`src/hw/ctw_map.svh`:
```
// Purpose: Register offsets, bit positions and fixed values of the timer block
// Assumes: Included by bare name from the design files
// Notes: Definitions only
`ifndef CTW_MAP_SVH
`define CTW_MAP_SVH

// Register offsets in the expanded bank
`define CTW_A_NCTL 4'h0
`define CTW_A_SCTL 4'h1
`define CTW_A_WCTL 4'h2
`define CTW_A_ENS 4'h3
`define CTW_A_RLH 4'h4
`define CTW_A_RLL 4'h5
`define CTW_A_WCL 4'h6
`define CTW_A_WCH 4'h7
`define CTW_A_NCL 4'h8
`define CTW_A_NCH 4'h9

// Bit positions
`define CTW_B_WEN 7
`define CTW_B_NEN 6
`define CTW_B_SYNC 5
`define CTW_B_TOUT 5
`define CTW_B_POS 1
`define CTW_B_NEG 0

// Values
`define CTW_N_RELOAD 8'hFF
`define CTW_N_ZERO8 8'h00
`define CTW_N_ZERO16 16'h0000
`define CTW_N_ENS_LOW 5'h00
`define CTW_N_DIV0 3'h0

// Route codes for the shared output pin
`define CTW_R_PORT 2'h0
`define CTW_R_NARROW 2'h1
`define CTW_R_WIDE 2'h2
`define CTW_R_BOTH 2'h3

`endif

```
`src/hw/ctw_pkg.sv`:
```
// Purpose: Types shared by the timer block
// Assumes: Field order matches the register bit order, D7 first
// Notes: Reserved fields are never written and read as zero
package ctw_pkg;

  typedef struct packed {
    logic wr;
    logic rd;
    logic [3:0] addr;
    logic [7:0] wdata;
  } ctw_bus_t;

  typedef struct packed {
    logic modulo;
    logic edge_once;
    logic tout;
    logic [1:0] clk_sel;
    logic cap_ie;
    logic cnt_ie;
    logic pin_sel;
  } ctw_wide_ctl_t;

  typedef struct packed {
    logic demod;
    logic alt;
    logic [1:0] route;
    logic [1:0] force_out;
    logic pos_st;
    logic lvl_neg;
  } ctw_shared_ctl_t;

  typedef struct packed {
    logic [1:0] rsv_hi;
    logic tout;
    logic [1:0] rsv_lo;
    logic cap_ie;
    logic tout_ie;
    logic pin_sel;
  } ctw_narrow_ctl_t;

  typedef enum logic [1:0] {CTW_STOPPED, CTW_COUNTING, CTW_LATCHED} ctw_run_t;

endpackage

```
`src/hw/ctw_dual_timer.sv`:
```
// Purpose: 16-bit and 8-bit down-counter/timers with transmit and demodulation modes
// Assumes: Register port is synchronous; edge_in is synchronous to clk
// Notes: Timer events win over a same-cycle software clear of their flags
`timescale 1ns/1ps
`include "ctw_map.svh"

// Summary of operation
// (RL1) Demod: edge-once 0 captures/reloads every edge; 1 only the first edge.
// (RL2) Wide timeout flag sets at terminal count; writing 1 clears it.
// (RL3) Capture mask set: wide capture raises interrupt request.
// (RL4) Counter mask set: wide terminal count raises interrupt request.
// (RL5) Pin select bit picks port value or wide timer waveform.
// (RL6) Clock select sets the wide timer count rate.
// (RL7) Enable bit 7 reads wide running state; write 1 starts, 0 stops.
// (RL8) Enable bit 6 reads narrow running state; write 1 starts, 0 stops.
// (RL9) Bit 5 is read/write sync mode; counters then run together.
// (RL10) Demod narrow edge: capture low/high by polarity, flag, interrupt, reload FFh.
// (RL11) Demod narrow at zero: timeout flag, interrupt, continue from FFh.
// (RL12) Transmit, wide disabled: output is inverse of initial level bit.
// (RL13) Force field 10 or 11 drives wide output 0 or 1 always.
// (RL14) Wide enable loads combined reload bytes and sets initial output level.
// (RL15) Wide at zero: timeout flag, interrupt, toggle output in transmit.
// (RL16) After zero: single-pass stops in transmit; modulo-N, or any pass in demod, reloads and continues.
// (RL17) Reload bytes may change anytime; used at next load only.
// (RL18) Pin routing by shared route field plus one bit per timer control.
// (RL19) Software stops timers before switching transmit/demod modes.
// (RL20) Wide control bit positions are fixed by this design.
// (RL21) Global interrupt enable off keeps flags but suppresses requests.
module ctw_dual_timer (
  input wire logic clk, // System clock, 50 MHz
  input wire logic arst_n, // Asynchronous reset, active low
  input wire logic ce, // Clock enable, freezes state when low
  input ctw_pkg::ctw_bus_t bus, // Register write/read request
  output logic [7:0] rdata, // Read data, updated on bus.rd
  input wire logic edge_in, // Demodulation edge input
  input wire logic [2:0] port_val, // Ordinary port values for the three pins
  input wire logic gie, // Global interrupt enable
  output logic [2:0] pin_out, // Output pins: narrow, wide, shared
  output logic irq_wide, // Wide timer interrupt request pulse
  output logic irq_narrow // Narrow timer interrupt request pulse
);

  ////////////////////////////////////////////////////////////////////////////
  logic [1:0] rsync_reg;
  logic rst_n;
  ctw_pkg::ctw_narrow_ctl_t nctl_reg, nctl_next;
  ctw_pkg::ctw_shared_ctl_t sctl_reg, sctl_next;
  ctw_pkg::ctw_wide_ctl_t wctl_reg, wctl_next;
  ctw_pkg::ctw_run_t wst_reg, wst_next;
  logic sync_reg, sync_next;
  logic nrun_reg, nrun_next;
  logic [15:0] wcnt_reg, wcnt_next;
  logic [7:0] ncnt_reg, ncnt_next;
  logic [7:0] rlh_reg, rlh_next;
  logic [7:0] rll_reg, rll_next;
  logic [15:0] wcap_reg, wcap_next;
  logic [7:0] ncl_reg, ncl_next;
  logic [7:0] nch_reg, nch_next;
  logic wwave_reg, wwave_next;
  logic nwave_reg, nwave_next;
  logic edge_reg;
  logic [7:0] rd_reg, rd_next;
  logic [2:0] pin_reg, pin_next;
  logic irqw_reg, irqw_next;
  logic irqn_reg, irqn_next;
  logic wtick, wr_ens, run_w, run_n, ntick, pos_e, neg_e, wout, nen;
  logic wcap_ev, wtout_ev, ncap_pos, nwrap_ev;
  logic [15:0] reload;
  logic [7:0] d;

  assign rst_n = rsync_reg[1];
  assign rdata = rd_reg;
  assign pin_out = pin_reg;
  assign irq_wide = irqw_reg;
  assign irq_narrow = irqn_reg;

  function automatic logic keep_flag(input logic flag, input logic wr1);
    return flag & ~wr1;
  endfunction

  ctw_tick u_tick (
    .clk(clk),
    .rst_n(rst_n),
    .ce(ce),
    .run(wst_reg != ctw_pkg::CTW_STOPPED),
    .sel(wctl_reg.clk_sel), // [RL6]
    .tick(wtick)
  );

  ////////////////////////////////////////////////////////////////////////////
  always_comb begin
    nctl_next = nctl_reg;
    sctl_next = sctl_reg;
    wctl_next = wctl_reg;
    wst_next = wst_reg;
    sync_next = sync_reg;
    nrun_next = nrun_reg;
    wcnt_next = wcnt_reg;
    ncnt_next = ncnt_reg;
    rlh_next = rlh_reg;
    rll_next = rll_reg;
    wcap_next = wcap_reg;
    ncl_next = ncl_reg;
    nch_next = nch_reg;
    wwave_next = wwave_reg;
    nwave_next = nwave_reg;
    rd_next = rd_reg;
    irqw_next = 1'b0;
    irqn_next = 1'b0;
    nen = 1'b0;
    d = bus.wdata;
    reload = {rlh_reg, rll_reg}; // [RL14] [RL17]
    wr_ens = bus.wr && (bus.addr == `CTW_A_ENS);
    // Software writes; clears applied first so events below win
    if (bus.wr) begin
      case (bus.addr)
        `CTW_A_NCTL: begin
          nctl_next.pin_sel = d[0]; // [RL18]
          nctl_next.tout_ie = d[1];
          nctl_next.cap_ie = d[2];
          nctl_next.tout = keep_flag(nctl_reg.tout, d[`CTW_B_TOUT]);
        end
        `CTW_A_SCTL: begin
          sctl_next.demod = d[7];
          sctl_next.alt = d[6];
          sctl_next.route = d[5:4]; // [RL18]
          sctl_next.force_out = d[3:2];
          if (sctl_reg.demod) begin
            sctl_next.pos_st = keep_flag(sctl_reg.pos_st, d[`CTW_B_POS]);
            sctl_next.lvl_neg = keep_flag(sctl_reg.lvl_neg, d[`CTW_B_NEG]);
          end else begin
            sctl_next.pos_st = d[`CTW_B_POS];
            sctl_next.lvl_neg = d[`CTW_B_NEG];
          end
        end
        `CTW_A_WCTL: begin
          wctl_next = d; // [RL20]
          wctl_next.tout = keep_flag(wctl_reg.tout, d[`CTW_B_TOUT]); // [RL2]
        end
        `CTW_A_ENS: begin
          sync_next = d[`CTW_B_SYNC]; // [RL9]
          if (d[`CTW_B_WEN] && wst_reg == ctw_pkg::CTW_STOPPED) begin // [RL7]
            wst_next = ctw_pkg::CTW_COUNTING;
            wcnt_next = reload; // [RL14]
            wwave_next = sctl_reg.lvl_neg;
          end else if (!d[`CTW_B_WEN]) begin
            wst_next = ctw_pkg::CTW_STOPPED;
          end
          nen = sync_next ? d[`CTW_B_WEN] : d[`CTW_B_NEN]; // [RL8] [RL9]
          if (nen && !nrun_reg) begin
            nrun_next = 1'b1;
            ncnt_next = `CTW_N_RELOAD;
          end else if (!nen) begin
            nrun_next = 1'b0;
          end
        end
        `CTW_A_RLH: rlh_next = d; // [RL17]
        `CTW_A_RLL: rll_next = d;
        default: ;
      endcase
    end
    // Wide timer events
    pos_e = edge_in && !edge_reg;
    neg_e = !edge_in && edge_reg;
    run_w = (wst_reg != ctw_pkg::CTW_STOPPED) && !wr_ens;
    wcap_ev = run_w && sctl_reg.demod && (pos_e || neg_e)
      && wst_reg == ctw_pkg::CTW_COUNTING; // [RL1]
    wtout_ev = run_w && !wcap_ev && wtick && wcnt_reg == `CTW_N_ZERO16;
    if (wcap_ev) begin
      wcap_next = wcnt_reg;
      wcnt_next = reload;
      irqw_next = wctl_reg.cap_ie; // [RL3]
      if (wctl_reg.edge_once) begin
        wst_next = ctw_pkg::CTW_LATCHED; // [RL1]
      end
    end else if (wtout_ev) begin
      wctl_next.tout = 1'b1; // [RL2] [RL15]
      irqw_next = wctl_reg.cnt_ie; // [RL4]
      if (!sctl_reg.demod) begin
        wwave_next = !wwave_reg; // [RL15]
      end
      if (wctl_reg.modulo || sctl_reg.demod) begin
        wcnt_next = reload; // [RL16]
      end else begin
        wst_next = ctw_pkg::CTW_STOPPED; // [RL16]
      end
    end else if (run_w && wtick) begin
      wcnt_next = wcnt_reg - 16'h0001;
    end
    // Narrow timer events
    run_n = nrun_reg && !wr_ens;
    ntick = sync_reg ? wtick : 1'b1; // [RL9]
    ncap_pos = run_n && sctl_reg.demod && pos_e;
    nwrap_ev = run_n && !(sctl_reg.demod && (pos_e || neg_e)) && ntick
      && ncnt_reg == `CTW_N_ZERO8;
    if (run_n && sctl_reg.demod && (pos_e || neg_e)) begin
      if (pos_e) begin
        ncl_next = ncnt_reg; // [RL10]
        sctl_next.pos_st = 1'b1;
      end else begin
        nch_next = ncnt_reg; // [RL10]
        sctl_next.lvl_neg = 1'b1;
      end
      irqn_next = nctl_reg.cap_ie;
      ncnt_next = `CTW_N_RELOAD; // [RL10]
    end else if (nwrap_ev) begin
      nctl_next.tout = 1'b1; // [RL11]
      irqn_next = nctl_reg.tout_ie;
      ncnt_next = `CTW_N_RELOAD; // [RL11]
      if (!sctl_reg.demod) begin
        nwave_next = !nwave_reg;
      end
    end else if (run_n && ntick) begin
      ncnt_next = ncnt_reg - 8'h01;
    end
    irqw_next = irqw_next && gie; // [RL21]
    irqn_next = irqn_next && gie; // [RL21]
    // Output waveform and pin routing
    if (sctl_reg.force_out[1]) begin
      wout = sctl_reg.force_out[0]; // [RL13]
    end else if (wst_reg == ctw_pkg::CTW_STOPPED && !sctl_reg.demod) begin
      wout = !sctl_reg.lvl_neg; // [RL12]
    end else begin
      wout = wwave_reg;
    end
    pin_next[0] = nctl_reg.pin_sel ? nwave_reg : port_val[0]; // [RL18]
    pin_next[1] = wctl_reg.pin_sel ? wout : port_val[1]; // [RL5]
    unique case (sctl_reg.route)
      `CTW_R_PORT: pin_next[2] = port_val[2];
      `CTW_R_NARROW: pin_next[2] = nwave_reg;
      `CTW_R_WIDE: pin_next[2] = wout;
      `CTW_R_BOTH: pin_next[2] = nwave_reg ^ wout; // [RL18]
    endcase
    // Read port
    if (bus.rd) begin
      case (bus.addr)
        `CTW_A_NCTL: rd_next = nctl_reg;
        `CTW_A_SCTL: rd_next = sctl_reg;
        `CTW_A_WCTL: rd_next = wctl_reg;
        `CTW_A_ENS: rd_next = {wst_reg != ctw_pkg::CTW_STOPPED, nrun_reg,
                               sync_reg, `CTW_N_ENS_LOW}; // [RL7] [RL8]
        `CTW_A_RLH: rd_next = rlh_reg;
        `CTW_A_RLL: rd_next = rll_reg;
        `CTW_A_WCL: rd_next = wcap_reg[7:0];
        `CTW_A_WCH: rd_next = wcap_reg[15:8];
        `CTW_A_NCL: rd_next = ncl_reg;
        `CTW_A_NCH: rd_next = nch_reg;
        default: rd_next = `CTW_N_ZERO8;
      endcase
    end
  end

  ////////////////////////////////////////////////////////////////////////////
  always_ff @(posedge clk or negedge arst_n) begin
    if (!arst_n) begin
      rsync_reg <= 2'b00;
    end else begin
      rsync_reg <= {rsync_reg[0], 1'b1};
    end
  end

  always_ff @(posedge clk or negedge rst_n) begin
    if (!rst_n) begin
      nctl_reg <= '0;
      sctl_reg <= '0;
      wctl_reg <= '0;
      wst_reg <= ctw_pkg::CTW_STOPPED;
      sync_reg <= 1'b0;
      nrun_reg <= 1'b0;
      wcnt_reg <= `CTW_N_ZERO16;
      ncnt_reg <= `CTW_N_ZERO8;
      rlh_reg <= `CTW_N_ZERO8;
      rll_reg <= `CTW_N_ZERO8;
      wcap_reg <= `CTW_N_ZERO16;
      ncl_reg <= `CTW_N_ZERO8;
      nch_reg <= `CTW_N_ZERO8;
      wwave_reg <= 1'b0;
      nwave_reg <= 1'b0;
      edge_reg <= 1'b0;
      rd_reg <= `CTW_N_ZERO8;
      pin_reg <= 3'h0;
      irqw_reg <= 1'b0;
      irqn_reg <= 1'b0;
    end else if (ce) begin
      nctl_reg <= nctl_next;
      sctl_reg <= sctl_next;
      wctl_reg <= wctl_next;
      wst_reg <= wst_next;
      sync_reg <= sync_next;
      nrun_reg <= nrun_next;
      wcnt_reg <= wcnt_next;
      ncnt_reg <= ncnt_next;
      rlh_reg <= rlh_next;
      rll_reg <= rll_next;
      wcap_reg <= wcap_next;
      ncl_reg <= ncl_next;
      nch_reg <= nch_next;
      wwave_reg <= wwave_next;
      nwave_reg <= nwave_next;
      edge_reg <= edge_in;
      rd_reg <= rd_next;
      pin_reg <= pin_next;
      irqw_reg <= irqw_next;
      irqn_reg <= irqn_next;
    end
  end
endmodule

```
`src/hw/ctw_tick.sv`:
```
// Purpose: Count-rate prescaler for the wide timer
// Assumes: sel picks divide by 1, 2, 4 or 8
// Notes: Restarts from zero whenever run is low
`timescale 1ns/1ps
`include "ctw_map.svh"
module ctw_tick (
  input wire logic clk, // System clock
  input wire logic rst_n, // Synchronised reset
  input wire logic ce, // Clock enable
  input wire logic run, // Counter running
  input wire logic [1:0] sel, // Rate select
  output logic tick // Count strobe
);
  logic [2:0] div_reg;
  logic [2:0] div_next;
  logic [2:0] mask;

  always_comb begin
    mask = (3'h1 << sel) - 3'h1;
    tick = run && ((div_reg & mask) == mask);
    div_next = run ? div_reg + 3'h1 : `CTW_N_DIV0;
  end

  always_ff @(posedge clk or negedge rst_n) begin
    if (!rst_n) begin
      div_reg <= `CTW_N_DIV0;
    end else if (ce) begin
      div_reg <= div_next;
    end
  end
endmodule

```
`config.mk`:
```
export PLATFORM = sky130hd
export DESIGN_NAME = ctw_dual_timer
export DESIGN_NICKNAME = d
export VERILOG_FILES = /design/src/hw/ctw_pkg.sv /design/src/hw/ctw_dual_timer.sv /design/src/hw/ctw_tick.sv
export VERILOG_INCLUDE_DIRS = /design/src /design/src/hw
export SDC_FILE = /design/constraint.sdc
export NUM_CORES = 1
export LEC_CHECK = 0
export ABC_AREA = 1
export BUFFER_PORTS_ARGS = -buffer_cell sky130_fd_sc_hd__buf_2
export CORE_ASPECT_RATIO = 0.6
export CORE_MARGIN = 2
export CORE_UTILIZATION = 60
export DETAILED_ROUTE_END_ITERATION = 6
export PLACE_DENSITY = 0.77
export SLEW_MARGIN = 20
export SYNTH_ARGS = -nofsm -noshare
export SYNTH_HDL_FRONTEND = slang
export SYNTH_HIERARCHICAL = 1
export SYNTH_SLANG_ARGS = --single-unit
```
`constraint.sdc`:
```
create_clock -name clk -period 8.5 [get_ports clk]
set_clock_uncertainty 0.15 [all_clocks]
set_input_delay 0.85 -clock clk [delete_from_list [all_inputs] [get_ports clk]]
set_output_delay 0.85 -clock clk [all_outputs]
set_load 0.02 [all_outputs]
```
==> metrics.md <==
| Metric | Value |
|---|---|
| Final Slew Violations | 0 |
| Worst vdd rail ir drop | 0.1543 mV |
| Area of the core region | 11220 µm² |
| Non-filler cells in the finished layout | 1163 |
| Hold Path Class | in2async |
| Biggest fanout along the worst timing path | 36 |
| Power per cell area | 307.8 nW/µm² |
| Clock tree from TritonCTS | built |
| Endpoint kind of the worst setup timing path | register |
| Pin count of the biggest net entering global routing | 73 |
| Wire length of the first global-routing pass | 33700 µm |
| Die outline area | 12350 µm² |
| Placer Congestion | 1.030 |
| Cells after Synth | 984 |
| Terminus of the critical flop-to-flop path | irq_wide$_DFFE_PN0P_ |
| # diodes | 0 |
| CP startpoint kind | input pin |
| Number of clock buffers inserted by TritonCTS | 17 |
| Postcts setup bufs | 0 |
| Post-synthesis average cell area | 6.980 µm² |
| RSZ-0062 raised after global routing | false |
| Launch instance of the worst register-to-register path | wst_reg[0]$_DFFE_PN0P_ |
| Num ports | 35 |
| Die Span X | 142.1 µm |
| Share of synthesized area occupied by flip-flops and latches | 42.63% |
| PortBufs | 34 |
| Area Growth Syn to Fin | 11.40% |
| Number of antenna violations at the first check in global routing | 0 |
| Layout net count | 1033 |
| Final Cycle Share | 36.58% |
| Worst reg-to-reg path cell count | 12 |
| Number of gates resized after cts | 0 |
| Via count of the routed design | 6963 |
| Number of warnings printed during yosys synthesis | 6 |
| H-tree lvl count | 4 |
| Data required time of the critical path | 8.65 ns |
| Total of hold buffers inserted after clock tree synthesis | 0 |
| Outcome | completed |
| Setup tns final | 0 ns |
| Starting Density | 61.19% |
| Post-layout min period | 3.110 ns |
| Clock sink count | 117 |
| GR met1 Demand/Resource | 54.21% |
| Fraction of layout cells with a size suffix above 1 | 9.814% |
| Leading cell types in the layout, fill and taps excluded | nand2_1 (316), nand3_1 (141), dfrtp_1 (116) |
| Leading cell type in the layout, fill and taps excluded | nand2_1 |
| Crit Path Category | in2reg |
| Global route total overflow | 0 |
| Number of nets with antenna violations after routing | 0 |
| Syn_nets | 1011 |
| Global routing's busiest layer | met1 |
| FF+latch count, synth | 117 |
| Slew headroom | 23.22% |
| Slew of the pin with the lowest slew margin | 1.149 ns |
| Routed len/inst | 18.11 µm |
| DRC violation total after the first TritonRoute iteration | 823 |
| Residual DRC count | 0 |
| Total routed wirelength | 21060 µm |
| Number of failing hold endpoints at the final stage | 0 |
| Number of global-route vias before repair | 6283 |
| DP Wirelength | 14630 µm |
| Number of placement rows | 30 |
| Max cap viols | 0 |
| GRT Resource Usage Total | 35.86% |
| Crit path DAT | 3.25 ns |
| Clock Tree Buf Depth | 2 |
| Via-per-instance ratio | 5.987 |
| LEAKAGE | 0.003960 µW |
| First-pass DRT Iterations | 6 |
| Count of cell types in the netlist | 34 |
| Cell at the root of the clock tree | clkbuf_16 |
| # placed instances | 1131 |
| Met2 Resource Use GR | 48.18% |
| Met3 GRT Util | 13.36% |
| Minimum setup slack among reg-to-reg paths | 5.51 ns |
| Clock transition time at the flip-flop clock pins of the worst setup and hold paths | 0.06 ns |
| Die boundary height | 86.87 µm |
| Post-synthesis cell area | 6868 µm² |
| Clock latency at the later pin of the worst-skew pair | 0.41 ns |
| Launching instance or port of the critical path | edge_in |
| Total setup violations reported at the end of the flow | 0 |
| Achievable clock frequency | 0.3216 GHz |
==> through the flow <==
stage | total power (µW) | instance area, µm² | utilization, % | setup WS (ns) | hold WS [ns]
finish | 2355 | 7651 | 68.17 | 5.390 | 0.05822
global route | 2493 | 7651 | 68.17 | 5.184 | 0.05495
CTS | 2322 | 7651 | 68.17 | 5.451 | 0.05336
detailed placement | 1573 | 7041 | 62.73 | 5.030 | 0.1870
global placement | 1558 | 7041 | 62.73 | 5.075 | 0.1829
floorplan | 1359 | 6868 | - | 4.849 | 0.1812
==> report_power, final <==
group	internal (µW)	total (µW)	leakage (µW)	switching [µW]
clock network	477	751	0.000282	273
registers	717	901	0.00151	183
logic	235	703	0.00217	468
total	1430	2350	0.00396	925
==> layer usage <==
metal / vias to the layer above / share of wire [%] / wire length [µm]
met1: 3260 / 45 / 9411
met2: 430 / 39 / 8245
met3: 39 / 14 / 3036
met4: 0 / 1.8 / 370
li1: 3234 / - / -
met5: - / 0 / 0
==> worst max-delay path by stage <==
stage,end,slack (ns),cells after the start
after detailed placement,wcap_reg[8]$_DFFE_PN0P_,5.03,11
after global routing,wcap_reg[8]$_DFFE_PN0P_,5.18,11
final,wcap_reg[8]$_DFFE_PN0P_,5.39,11
after CTS,wcap_reg[8]$_DFFE_PN0P_,5.45,11
after floorplan,edge_reg$_DFFE_PN0P_,4.85,0
after global placement,wcap_reg[8]$_DFFE_PN0P_,5.07,11
==> Yosys cell counts <==
library cell / n / area [µm²]
a21oi_1: 15 / 75.07
buf_2: 5 / 25.02
buf_4: 3 / 22.52
buf_6: 8 / 90.09
clkbuf_1: 17 / 63.81
clkbuf_2: 1 / 5.000
clkinv_1: 1 / 3.750
conb_1: 1 / 3.750
dfrtp_1: 117 / 2928
ha_1: 5 / 62.56
inv_1: 91 / 341.6
inv_2: 5 / 18.77
mux2_4: 1 / 15.01
mux2i_1: 1 / 10.01
nand2_1: 316 / 1186
nand2_2: 14 / 87.58
nand2_4: 1 / 11.26
nand3_1: 141 / 705.7
nand3_4: 1 / 17.52
nand4_1: 8 / 50.05
nor2_1: 84 / 315.3
nor2_2: 3 / 18.77
nor2_4: 3 / 33.78
nor3_1: 2 / 10.01
nor3_2: 1 / 10.01
o2111ai_1: 5 / 43.79
o211ai_1: 4 / 30.03
o21ai_0: 112 / 560.5
o21ai_1: 5 / 25.02
o22ai_1: 4 / 25.02
o31ai_1: 1 / 7.510
or2_2: 2 / 12.51
xnor2_1: 1 / 8.760
xor2_1: 5 / 43.79
==> cell type report <==
type                       count  area [µm²]
timing repair buffer          37       192.7
tap                          144       180.2
multi-input combinational    736        3372
clock buffer                  21       460.4
sequential                   117        2932
inverter                      97       364.1
fill                         987        3572
clock inverter                11       150.1
==> critical path: stages <==
cell     delay (ns)
buf_2          0.10
ha_1           0.26
inv_1          0.04
nand2_2        0.10
inv_1          0.08
nand2_1        0.08
inv_1          0.05
nand2_2        0.50
inv_1          0.18
nand2_1        0.64
mux2_4         0.35
==> cell families after synthesis <==
group           Yosys count  share of synthesized area [%]
fa+ha+maj                 5                         0.9109
simple gates            576                          35.80
other cells               1                        0.05460
buf+inv                 131                          8.307
flops                   117                          42.63
compound gates          146                          11.17
mux                       2                         0.3643
xor+xnor                  6                         0.7652
Power figures use the tool's default switching activity.
